### src/scsb_pkg.sv
// Package of constants and types for the management/stop-clock sideband block
package scsb_pkg;
    // Synchroniser depth for asynchronous sideband pins
    localparam int SYNC_STAGES = 3;
    // Reset values
    localparam logic RST_PIN_SYNC = 1'h1;
    localparam logic RST_LOW = 1'h0;
    localparam logic RST_HIGH = 1'h1;
    // Controller states, one-hot
    typedef enum logic [6:0] {
        SCSB_RUN = 7'h01,
        SCSB_SAVE = 7'h02,
        SCSB_MGMT_ACK = 7'h04,
        SCSB_MGMT_RUN = 7'h08,
        SCSB_GRANT_ACK = 7'h10,
        SCSB_GRANT = 7'h20,
        SCSB_RESUME = 7'h40
    } scsb_state_t;
endpackage : scsb_pkg

### src/scsb_sideband.sv
// Sideband controller for the management interrupt and halt-clock requests
// Functional notes
// - Save execution state before entering management mode
// - Issue acknowledge transaction, then run handler
// - Management request at reset release tri-states all outputs
// - Halt-clock request enters low-power grant state
// - Issue grant-acknowledge transaction on entering grant
// - Gate core clocks except bus and interrupt units
// - Keep snooping and interrupt unit clocked in grant; management request waits for resume
// - On withdrawal re-enable clocks and resume execution
// - Halt-clock request asynchronous; bus clock untouched
module scsb_sideband #(
    // Depth of each pin synchroniser
    parameter int SYNC_STAGES = scsb_pkg::SYNC_STAGES
) (
    // Clock and reset
    input wire logic ref_clk,
    input wire logic rstn,
    // Asynchronous sideband requests
    input wire logic mgmt_interrupt_req_n,
    input wire logic halt_clock_req_n,
    // Core handshakes
    input wire logic state_saved,
    input wire logic bus_ack_done,
    input wire logic handler_exit,
    // Bus transaction requests
    output logic save_state_req,
    output logic mgmt_ack_req,
    output logic grant_ack_req,
    // Core mode and clock control
    output logic management_mode,
    output logic handler_start,
    output logic core_clk_en,
    output logic system_bus_clk_en,
    output logic local_interrupt_controller_clk_en,
    output logic snoop_en,
    output logic resume_exec,
    // Output tri-state control
    output logic outputs_tristate
);
    // Requests are levels: a pin still low when a sequence ends starts it again,
    // so system logic withdraws it within a few cycles of acceptance.
    // Bus side, interrupt unit and snoop enables drop only during reset.
    // Outputs tristate only if a management request is settled when reset lifts.

    // Refuse synchronisers too short for the agreement test
    if (SYNC_STAGES < 3) begin : g_bad_sync_depth
        $error("synchroniser needs at least three stages");
    end

    // Whole module state as one register
    typedef struct packed {
        logic [SYNC_STAGES-1:0] mgmt_sync;
        logic [SYNC_STAGES-1:0] halt_sync;
        logic mgmt_act;
        logic halt_act;
        logic in_reset;
        scsb_pkg::scsb_state_t state;
        logic save_state_req;
        logic mgmt_ack_req;
        logic grant_ack_req;
        logic management_mode;
        logic handler_start;
        logic core_clk_en;
        logic resume_exec;
        logic outputs_tristate;
        logic bus_clk_en;
        logic irq_unit_clk_en;
        logic snoop_en;
    } scsb_regs_t;

    // Registered state and its next value
    scsb_regs_t q;
    scsb_regs_t d;

    // Shift a pin sample into a synchroniser chain
    function automatic logic [SYNC_STAGES-1:0] shift_in(input logic [SYNC_STAGES-1:0] chain, input logic pin);
        return {chain[SYNC_STAGES-2:0], pin};
    endfunction : shift_in

    // Active level once the last two stages agree, else the held one
    function automatic logic settled_act(input logic [SYNC_STAGES-1:0] chain, input logic held);
        logic act;
        act = held;
        if (chain[SYNC_STAGES-1] == chain[SYNC_STAGES-2]) begin
            act = ~chain[SYNC_STAGES-1];
        end
        return act;
    endfunction : settled_act

    // Next-state logic
    always_comb begin
        d = q;
        // Pulses default low
        d.handler_start = 1'h0;
        d.resume_exec = 1'h0;
        // Three-stage sampling; act when last two agree
        d.mgmt_sync = shift_in(q.mgmt_sync, mgmt_interrupt_req_n);
        d.halt_sync = shift_in(q.halt_sync, halt_clock_req_n);
        d.mgmt_act = settled_act(q.mgmt_sync, q.mgmt_act);
        d.halt_act = settled_act(q.halt_sync, q.halt_act);
        // Bus side, interrupt unit and snoop run outside reset
        d.bus_clk_en = 1'h1;
        d.irq_unit_clk_en = 1'h1;
        d.snoop_en = 1'h1;
        // Management request seen at reset release tri-states outputs
        d.in_reset = 1'h0;
        if (q.in_reset && q.mgmt_act) begin
            d.outputs_tristate = 1'h1;
        end
        case (q.state)

            // Idle: management request wins over halt, except in the first cycle after reset
            scsb_pkg::SCSB_RUN: begin
                if (q.mgmt_act && !q.in_reset) begin
                    d.state = scsb_pkg::SCSB_SAVE;
                    d.save_state_req = 1'h1;
                end else if (q.halt_act) begin
                    d.state = scsb_pkg::SCSB_GRANT_ACK;
                    d.grant_ack_req = 1'h1;
                end
            end

            // Wait for the core to finish saving state
            scsb_pkg::SCSB_SAVE: begin
                if (state_saved) begin
                    d.save_state_req = 1'h0;
                    d.management_mode = 1'h1;
                    d.mgmt_ack_req = 1'h1;
                    d.state = scsb_pkg::SCSB_MGMT_ACK;
                end
            end

            // Acknowledge transaction on the bus, then handler
            scsb_pkg::SCSB_MGMT_ACK: begin
                if (bus_ack_done) begin
                    d.mgmt_ack_req = 1'h0;
                    d.handler_start = 1'h1;
                    d.state = scsb_pkg::SCSB_MGMT_RUN;
                end
            end

            // Handler runs until it exits
            scsb_pkg::SCSB_MGMT_RUN: begin
                if (handler_exit) begin
                    d.management_mode = 1'h0;
                    d.state = scsb_pkg::SCSB_RUN;
                end
            end

            // Grant acknowledge on the bus, then gate core
            scsb_pkg::SCSB_GRANT_ACK: begin
                if (bus_ack_done) begin
                    d.grant_ack_req = 1'h0;
                    d.core_clk_en = 1'h0;
                    d.state = scsb_pkg::SCSB_GRANT;
                end
            end

            // Core gated until the settled request is withdrawn
            scsb_pkg::SCSB_GRANT: begin
                if (!q.halt_act) begin
                    d.core_clk_en = 1'h1;
                    d.state = scsb_pkg::SCSB_RESUME;
                end
            end

            // One-cycle resume pulse with clocks back
            scsb_pkg::SCSB_RESUME: begin
                d.resume_exec = 1'h1;
                d.state = scsb_pkg::SCSB_RUN;
            end

            // Unused codes return to idle
            default: begin
                d.state = scsb_pkg::SCSB_RUN;
            end
        endcase
    end

    // State register
    always_ff @(posedge ref_clk) begin
        if (!rstn) begin
            // Synchronisers keep sampling, so a request held through reset is seen at release
            q.mgmt_sync <= d.mgmt_sync;
            q.halt_sync <= d.halt_sync;
            q.mgmt_act <= d.mgmt_act;
            q.halt_act <= d.halt_act;
            // Controller and its outputs to rest
            q.in_reset <= scsb_pkg::RST_HIGH;
            q.state <= scsb_pkg::SCSB_RUN;
            q.save_state_req <= scsb_pkg::RST_LOW;
            q.mgmt_ack_req <= scsb_pkg::RST_LOW;
            q.grant_ack_req <= scsb_pkg::RST_LOW;
            q.management_mode <= scsb_pkg::RST_LOW;
            q.handler_start <= scsb_pkg::RST_LOW;
            q.core_clk_en <= scsb_pkg::RST_HIGH;
            q.resume_exec <= scsb_pkg::RST_LOW;
            q.outputs_tristate <= scsb_pkg::RST_LOW;
            // Bus side, interrupt unit and snoop held off
            q.bus_clk_en <= scsb_pkg::RST_LOW;
            q.irq_unit_clk_en <= scsb_pkg::RST_LOW;
            q.snoop_en <= scsb_pkg::RST_LOW;
        end else begin
            q <= d;
        end
    end

    // Outputs from flops; bus, interrupt unit, snoop held off only in reset
    assign save_state_req = q.save_state_req;
    assign mgmt_ack_req = q.mgmt_ack_req;
    assign grant_ack_req = q.grant_ack_req;
    assign management_mode = q.management_mode;
    assign handler_start = q.handler_start;
    assign core_clk_en = q.core_clk_en;
    // Units that keep their clock during grant
    assign system_bus_clk_en = q.bus_clk_en;
    assign local_interrupt_controller_clk_en = q.irq_unit_clk_en;
    assign snoop_en = q.snoop_en;
    assign resume_exec = q.resume_exec;
    assign outputs_tristate = q.outputs_tristate;
endmodule : scsb_sideband

### config.mk
export PLATFORM = sky130hd
export DESIGN_NAME = scsb_sideband
export DESIGN_NICKNAME = d
export VERILOG_FILES = /design/src/scsb_pkg.sv /design/src/scsb_sideband.sv
export SDC_FILE = /design/constraint.sdc
export NUM_CORES = 1
export LEC_CHECK = 0
export BUFFER_PORTS_ARGS = -buffer_cell sky130_fd_sc_hd__buf_2
export CAP_MARGIN = 20
export CORE_MARGIN = 2
export CORE_UTILIZATION = 52
export DETAILED_ROUTE_END_ITERATION = 16
export GPL_ROUTABILITY_DRIVEN = 0
export PLACE_DENSITY = 0.86
export SLEW_MARGIN = 5
export SYNTH_ARGS = -nofsm -noshare
export SYNTH_HDL_FRONTEND = slang
export SYNTH_SLANG_ARGS = --single-unit
### constraint.sdc
create_clock -name ref_clk -period 2.2 [get_ports ref_clk]
set_clock_uncertainty 0.05 [all_clocks]
set_input_delay 0.11 -clock ref_clk [delete_from_list [all_inputs] [get_ports ref_clk]]
set_output_delay 0.11 -clock ref_clk [all_outputs]
set_load 0.05 [all_outputs]
# --- After elaboration in Yosys (flattened, before gate mapping) ---
# Cells that the tools add are included.
totals:
  inputBits: 7
  latchBits: 0
  memories: 0
  ff_bits: 27
  rom_bits: 0
  ram_bits: 0
classes:
  n_shift: 0
  mul: 0
  div_mod_pow: 0
  bitwise_logic: 2
  mux: 27
  eq_ne: 18
  n_reduce_logical: 15
  order_cmp: 0
  n_addsub: 0
op_table:
  columns: ["cell", "n"]
  rows:
  - ["7-bit two-way mux", 6]
  - ["7-bit one-hot mux with 6 select lines", 1]
  - ["19-bit two-way mux", 1]
  - ["2-bit != test (second input constant)", 8]
  - ["1-bit two-way mux", 13]
  - ["3-bit AND reduction", 4]
  - ["1-bit one-hot mux with 2 select lines", 5]
  - ["2-bit nonzero test", 5]
  - ["9-bit two-way mux", 1]
  - ["7-bit by 1-bit equality test with 1-bit output (second input constant)", 1]
  - ["7-bit by 2-bit equality test with 1-bit output (second input constant)", 1]
  - ["7-bit by 3-bit equality test with 1-bit output (second input constant)", 1]
  - ["7-bit by 4-bit equality test with 1-bit output (second input constant)", 1]
  - ["7-bit by 5-bit equality test with 1-bit output (second input constant)", 1]
  - ["7-bit by 6-bit equality test with 1-bit output (second input constant)", 1]
  - ["7-bit equality test (second input constant)", 1]
  - ["6-bit AND reduction", 1]
  - ["4-bit AND reduction", 1]
  - ["3-bit != test (second input constant)", 1]
  - ["1-bit equality test", 2]
  - ["1-bit logical AND", 2]
  - ["1-bit NOT", 2]
  - ["2-bit AND reduction", 1]
  - ["1-bit logical NOT", 1]

# --- Longest topological paths before layout ---
logic_depth:
  depth_word: 5
  depth_mapped: 6
  mapped_depth_nobuf: 5

# --- Worst setup path after synthesis ---
# Ideal clock, no wire load.
synth_path:
  path_type: "flip-flop to flip-flop"
  startpoint: "register q[15] in the netlist's numbering"
  endpoint: "register q[15] in the netlist's numbering"
  path_buffers: 0
  t_required_ps: 2009
  synth_period_minus_slack_ps: 1600
  arrival_ps: 1410
  stages_incl_launch_ff: 6
  setup_slack_ps: 600
  path_cell_list: "dfxtp_1 or3_4 nor4b_4 a211oi_2 a31oi_1 a311oi_2"
synth_via:
  elab_chain_len: 3
synth_rtl:
  columns: ["item", "line_no", "text"]
  rows:
  - ["from (decl)", "scsb_sideband.sv:73", "scsb_regs_t q;"]
  - ["7-bit by 1-bit equality test with 1-bit output, or another cell as far along", "scsb_sideband.sv:111", "case (q.state)"]
  - ["3-bit != test (no source line) or 2-bit != test (tied branches)", null, null]
  - ["6-bit AND reduction (no source line)", null, null]
# Several ways; a longest one is shown, not always the timed one.
# A chain may end at the register's enable or synchronous reset.

# --- Final worst setup path ---
layout_path:
  startpoint: "register q[12] in the netlist's numbering"
  endpoint: "register q[15] in the netlist's numbering"
# Same word-level chain as after synthesis.

==> results.json <==
{
  "start_kind": "flop",
  "cp.arrival_ps": 1940,
  "reg2reg_slack_ps": 440,
  "grt_pass1_wl_mm": 2.849,
  "maxCapViolCount": 0,
  "top_usage_layer": "met2",
  "hold-path-cell-count": 3,
  "cts_buffer_depth": 2,
  "drc": 0,
  "syn_inst": 105,
  "clk_latency_ps": 300,
  "seqPwrFrac_pct": 56.0,
  "drtIter0Drc": 41,
  "cts_buffers": 3,
  "power_frac_clock_pct": 20.6,
  "clock-sinks": 25,
  "htreeDepth": 1,
  "vias": 800,
  "post_cts_buffers": 0,
  "cpPeakStageDelay_ps": 570,
  "grt_antenna_before_repair": 0,
  "ys_ff_latch": 25,
  "cts-resized-gates": 0,
  "total_power_uw": 935.7,
  "wl_per_cell_um": 11.99,
  "synth_fp_nets": 112,
  "port_buffers": 17,
  "dr.pass1.iters": 4,
  "worstSetupEndpointType": "flop",
  "power.density_mw_per_mm2": 801.6,
  "fin_crit_ps": 1763,
  "layout-drive-gt1-share_pct": 21.60,
  "cts_tree": "built",
  "internal_power_uw": 647.5,
  "worstHoldEndpoint": "handler_start",
  "place_inst": 142,
  "setup_viol": 0,
  "slew_headroom_pct": 67.26,
  "r2r-end": "q[15]",
  "synth-edff-count": 2,
  "reg2reg_depth": 5,
  "grt_util_met3_pct": 3.333,
  "rsz0062_at_grt": "false",
  "yosysWarnings": 0,
  "cp.required_ps": 2380,
  "crit_buf_inv": 0,
  "wl_mm": 1.798,
  "rows": 15,
  "hp-class": "input pin to flop",
  "fin_tns_setup_ps": 0,
  "fin_crit_sh_pct": 80.12,
  "layout-area-overhead-vs-synth_pct": 15.33,
  "drtAntennaViolNets": 0,
  "hpwl_mm": 1.352,
  "grt_pass1_vias": 669,
  "die_h_um": 48.12,
  "fmax_mhz": 567.3,
  "outcome": "completed",
  "leakage_uw": 0.0004860,
  "worst_pin_slew_ps": 487.3,
  "cts.clk_slew.worst_paths_ps": 130,
  "fin_nets": 133,
  "drv_slew": 0,
  "place_area_mm2": 0.001100,
  "instances_no_fill": 150,
  "r2r_start": "q[12]",
  "power.switching_uw": 288.3,
  "crit_fanout": 12,
  "grt_use_met2_pct": 31.20,
  "track_usage_pct": 17.43,
  "core_mm2": 0.001783,
  "path_cells": "nor2_1 > nor4b_4 > a211oi_2 > a31oi_1 > a311oi_2",
  "fin_area_mm2": 0.001167,
  "async_flop_share_pct": 0,
  "fp.dieW_um": 48.12,
  "ys_types": 38,
  "hold_violations": 0,
  "cts-root-buf": "clkbuf_4",
  "syn_avg_cell_area_um2": 9.640,
  "criticalPathCategory": "flop to flop",
  "cp_top_family": "compound AO/OA/AOI/OAI gates",
  "seq_area_frac_synth_pct": 51.42,
  "gr-usage-met1_pct": 21.99,
  "diodes": 0,
  "grt_overflow_total": 0,
  "dieArea_mm2": 0.002316,
  "netSwitchingFraction_pct": 30.81,
  "crit_path_top_delay_cell": "dfxtp_1",
  "pin_count": 18,
  "comb_power_share_pct": 23.4,
  "synth_flop_cell": "dfxtp_1",
  "grt_max_degree": 15,
  "holdCritStartpoint": "bus_ack_done",
  "initial_core_util_pct": 56.77,
  "peakVddDrop_v": 0.0006112,
  "syn-cell-area_mm2": 0.001012,
  "via_per_inst": 5.333,
  "hold_buffers": 4
}
-- worst max-delay path by stage --
stage,startpoint,endpoint,slack [ps],depth (start not counted)
floorplan,q[15],q[15],600,5
global placement,q[12],q[16],500,5
detailed placement,q[11],q[16],480,5
CTS,q[11],q[16],460,5
global route,q[11],q[16],290,5
finish,q[12],q[15],440,5
-- cells in the mapped netlist (2+ instances only) --
| cell type | count | area share [%] |
|---|---|---|
| buf_4 | 2 | 1.5 |
| xnor2_1 | 2 | 1.7 |
| edfxtp_1 | 2 | 5.9 |
| nand3_1 | 5 | 2.5 |
| nor3_1 | 3 | 1.5 |
| dfxtp_1 | 23 | 45 |
| nor2_1 | 11 | 4.1 |
| a31oi_1 | 2 | 1.2 |
| inv_1 | 9 | 3.3 |
| nor4_1 | 3 | 1.9 |
| a21oi_1 | 5 | 2.5 |
| nand4_1 | 2 | 1.2 |
| o21ai_0 | 2 | 0.99 |
| nand2_1 | 6 | 2.2 |
| nand3b_1 | 2 | 1.5 |
| nand2b_1 | 4 | 2.5 |
-- cell type report --
| class | count | area (um2) |
|---|---|---|
| clock buffers | 3 | 22.52 |
| flip-flops and latches | 25 | 520.5 |
| multi-input cells | 66 | 429.2 |
| well taps | 25 | 31.28 |
| fillers | 145 | 615.6 |
| clock inverters | 1 | 5.005 |
| repair buffers | 21 | 125.1 |
| inverters | 9 | 33.78 |
-- cell usage in the layout (no fill, tap or decap), types with 2 or more instances in the layout --
master,instances
o21ai_0,2
nand4_1,2
nand2_1,6
clkbuf_4,3
nand3b_1,2
nor3_1,3
dfxtp_1,23
xnor2_1,2
inv_1,9
edfxtp_1,2
dlygate4sd3_1,4
a31oi_1,2
buf_2,17
nand3_1,5
a21oi_1,5
nor2_1,11
nand2b_1,4
nor4_1,3
-- power groups by stage --
| stage | logic, uW | registers, uW | clock network, uW |
|---|---|---|---|
| after floorplan | 145 | 560 | 0 |
| after global placement | 212 | 531 | 0 |
| after detailed placement | 214 | 534 | 0 |
| after CTS | 221 | 524 | 199 |
| after global routing | 239 | 529 | 220 |
| final | 219 | 524 | 193 |
-- through the flow --
step | worst slack, ps | hold slack [ps] | util, %
finish | 437.4 | 72.39 | 65.47
global route | 294.3 | 49.29 | 65.47
detailed placement | 480.5 | 166.7 | 61.68
global placement | 501.2 | 163.8 | 61.68
floorplan | 599.6 | 87.72 | -
CTS | 456.4 | 59.84 | 65.47
-- cell families (layout without fill, tap and decap cells) --
logic type / Yosys count / after routing / share of synthesized area (%)
and+or+nand+nor: 45 / 45 / 26.45
DFF: 25 / 25 / 51.42
AOI/OAI and AO/OA: 17 / 17 / 12.36
buffers and inverters: 14 / 34 / 6.178
xor gates and xnor gates: 3 / 3 / 2.596
muxes: 1 / 1 / 0.9889
-- worst register-to-register path, cell delays in order (launching register included) --
cell      delay (ps)
dfxtp_1          570
nor2_1           120
nor4b_4          160
a211oi_2         390
a31oi_1          160
a311oi_2         240
-- per-layer routing --
| metal | share of wire (%) | vias to the layer above |
|---|---|---|
| met5 | 0 | - |
| met2 | 50 | 24 |
| met3 | 4.9 | 2 |
| li1 | - | 408 |
| met4 | 0.83 | 0 |
| met1 | 44 | 366 |
-- sequential cells by signal, summed over array words and instances (netlist names) --
| signal | cells |
|---|---|
| q | 12 |
| d | 4 |
| core_clk_en | 1 |
| grant_ack_req | 1 |
| handler_start | 1 |
| management_mode | 1 |
| mgmt_ack_req | 1 |
| outputs_tristate | 1 |
| resume_exec | 1 |
| save_state_req | 1 |
| system_bus_clk_en | 1 |
Power figures use the tool's default switching activity.
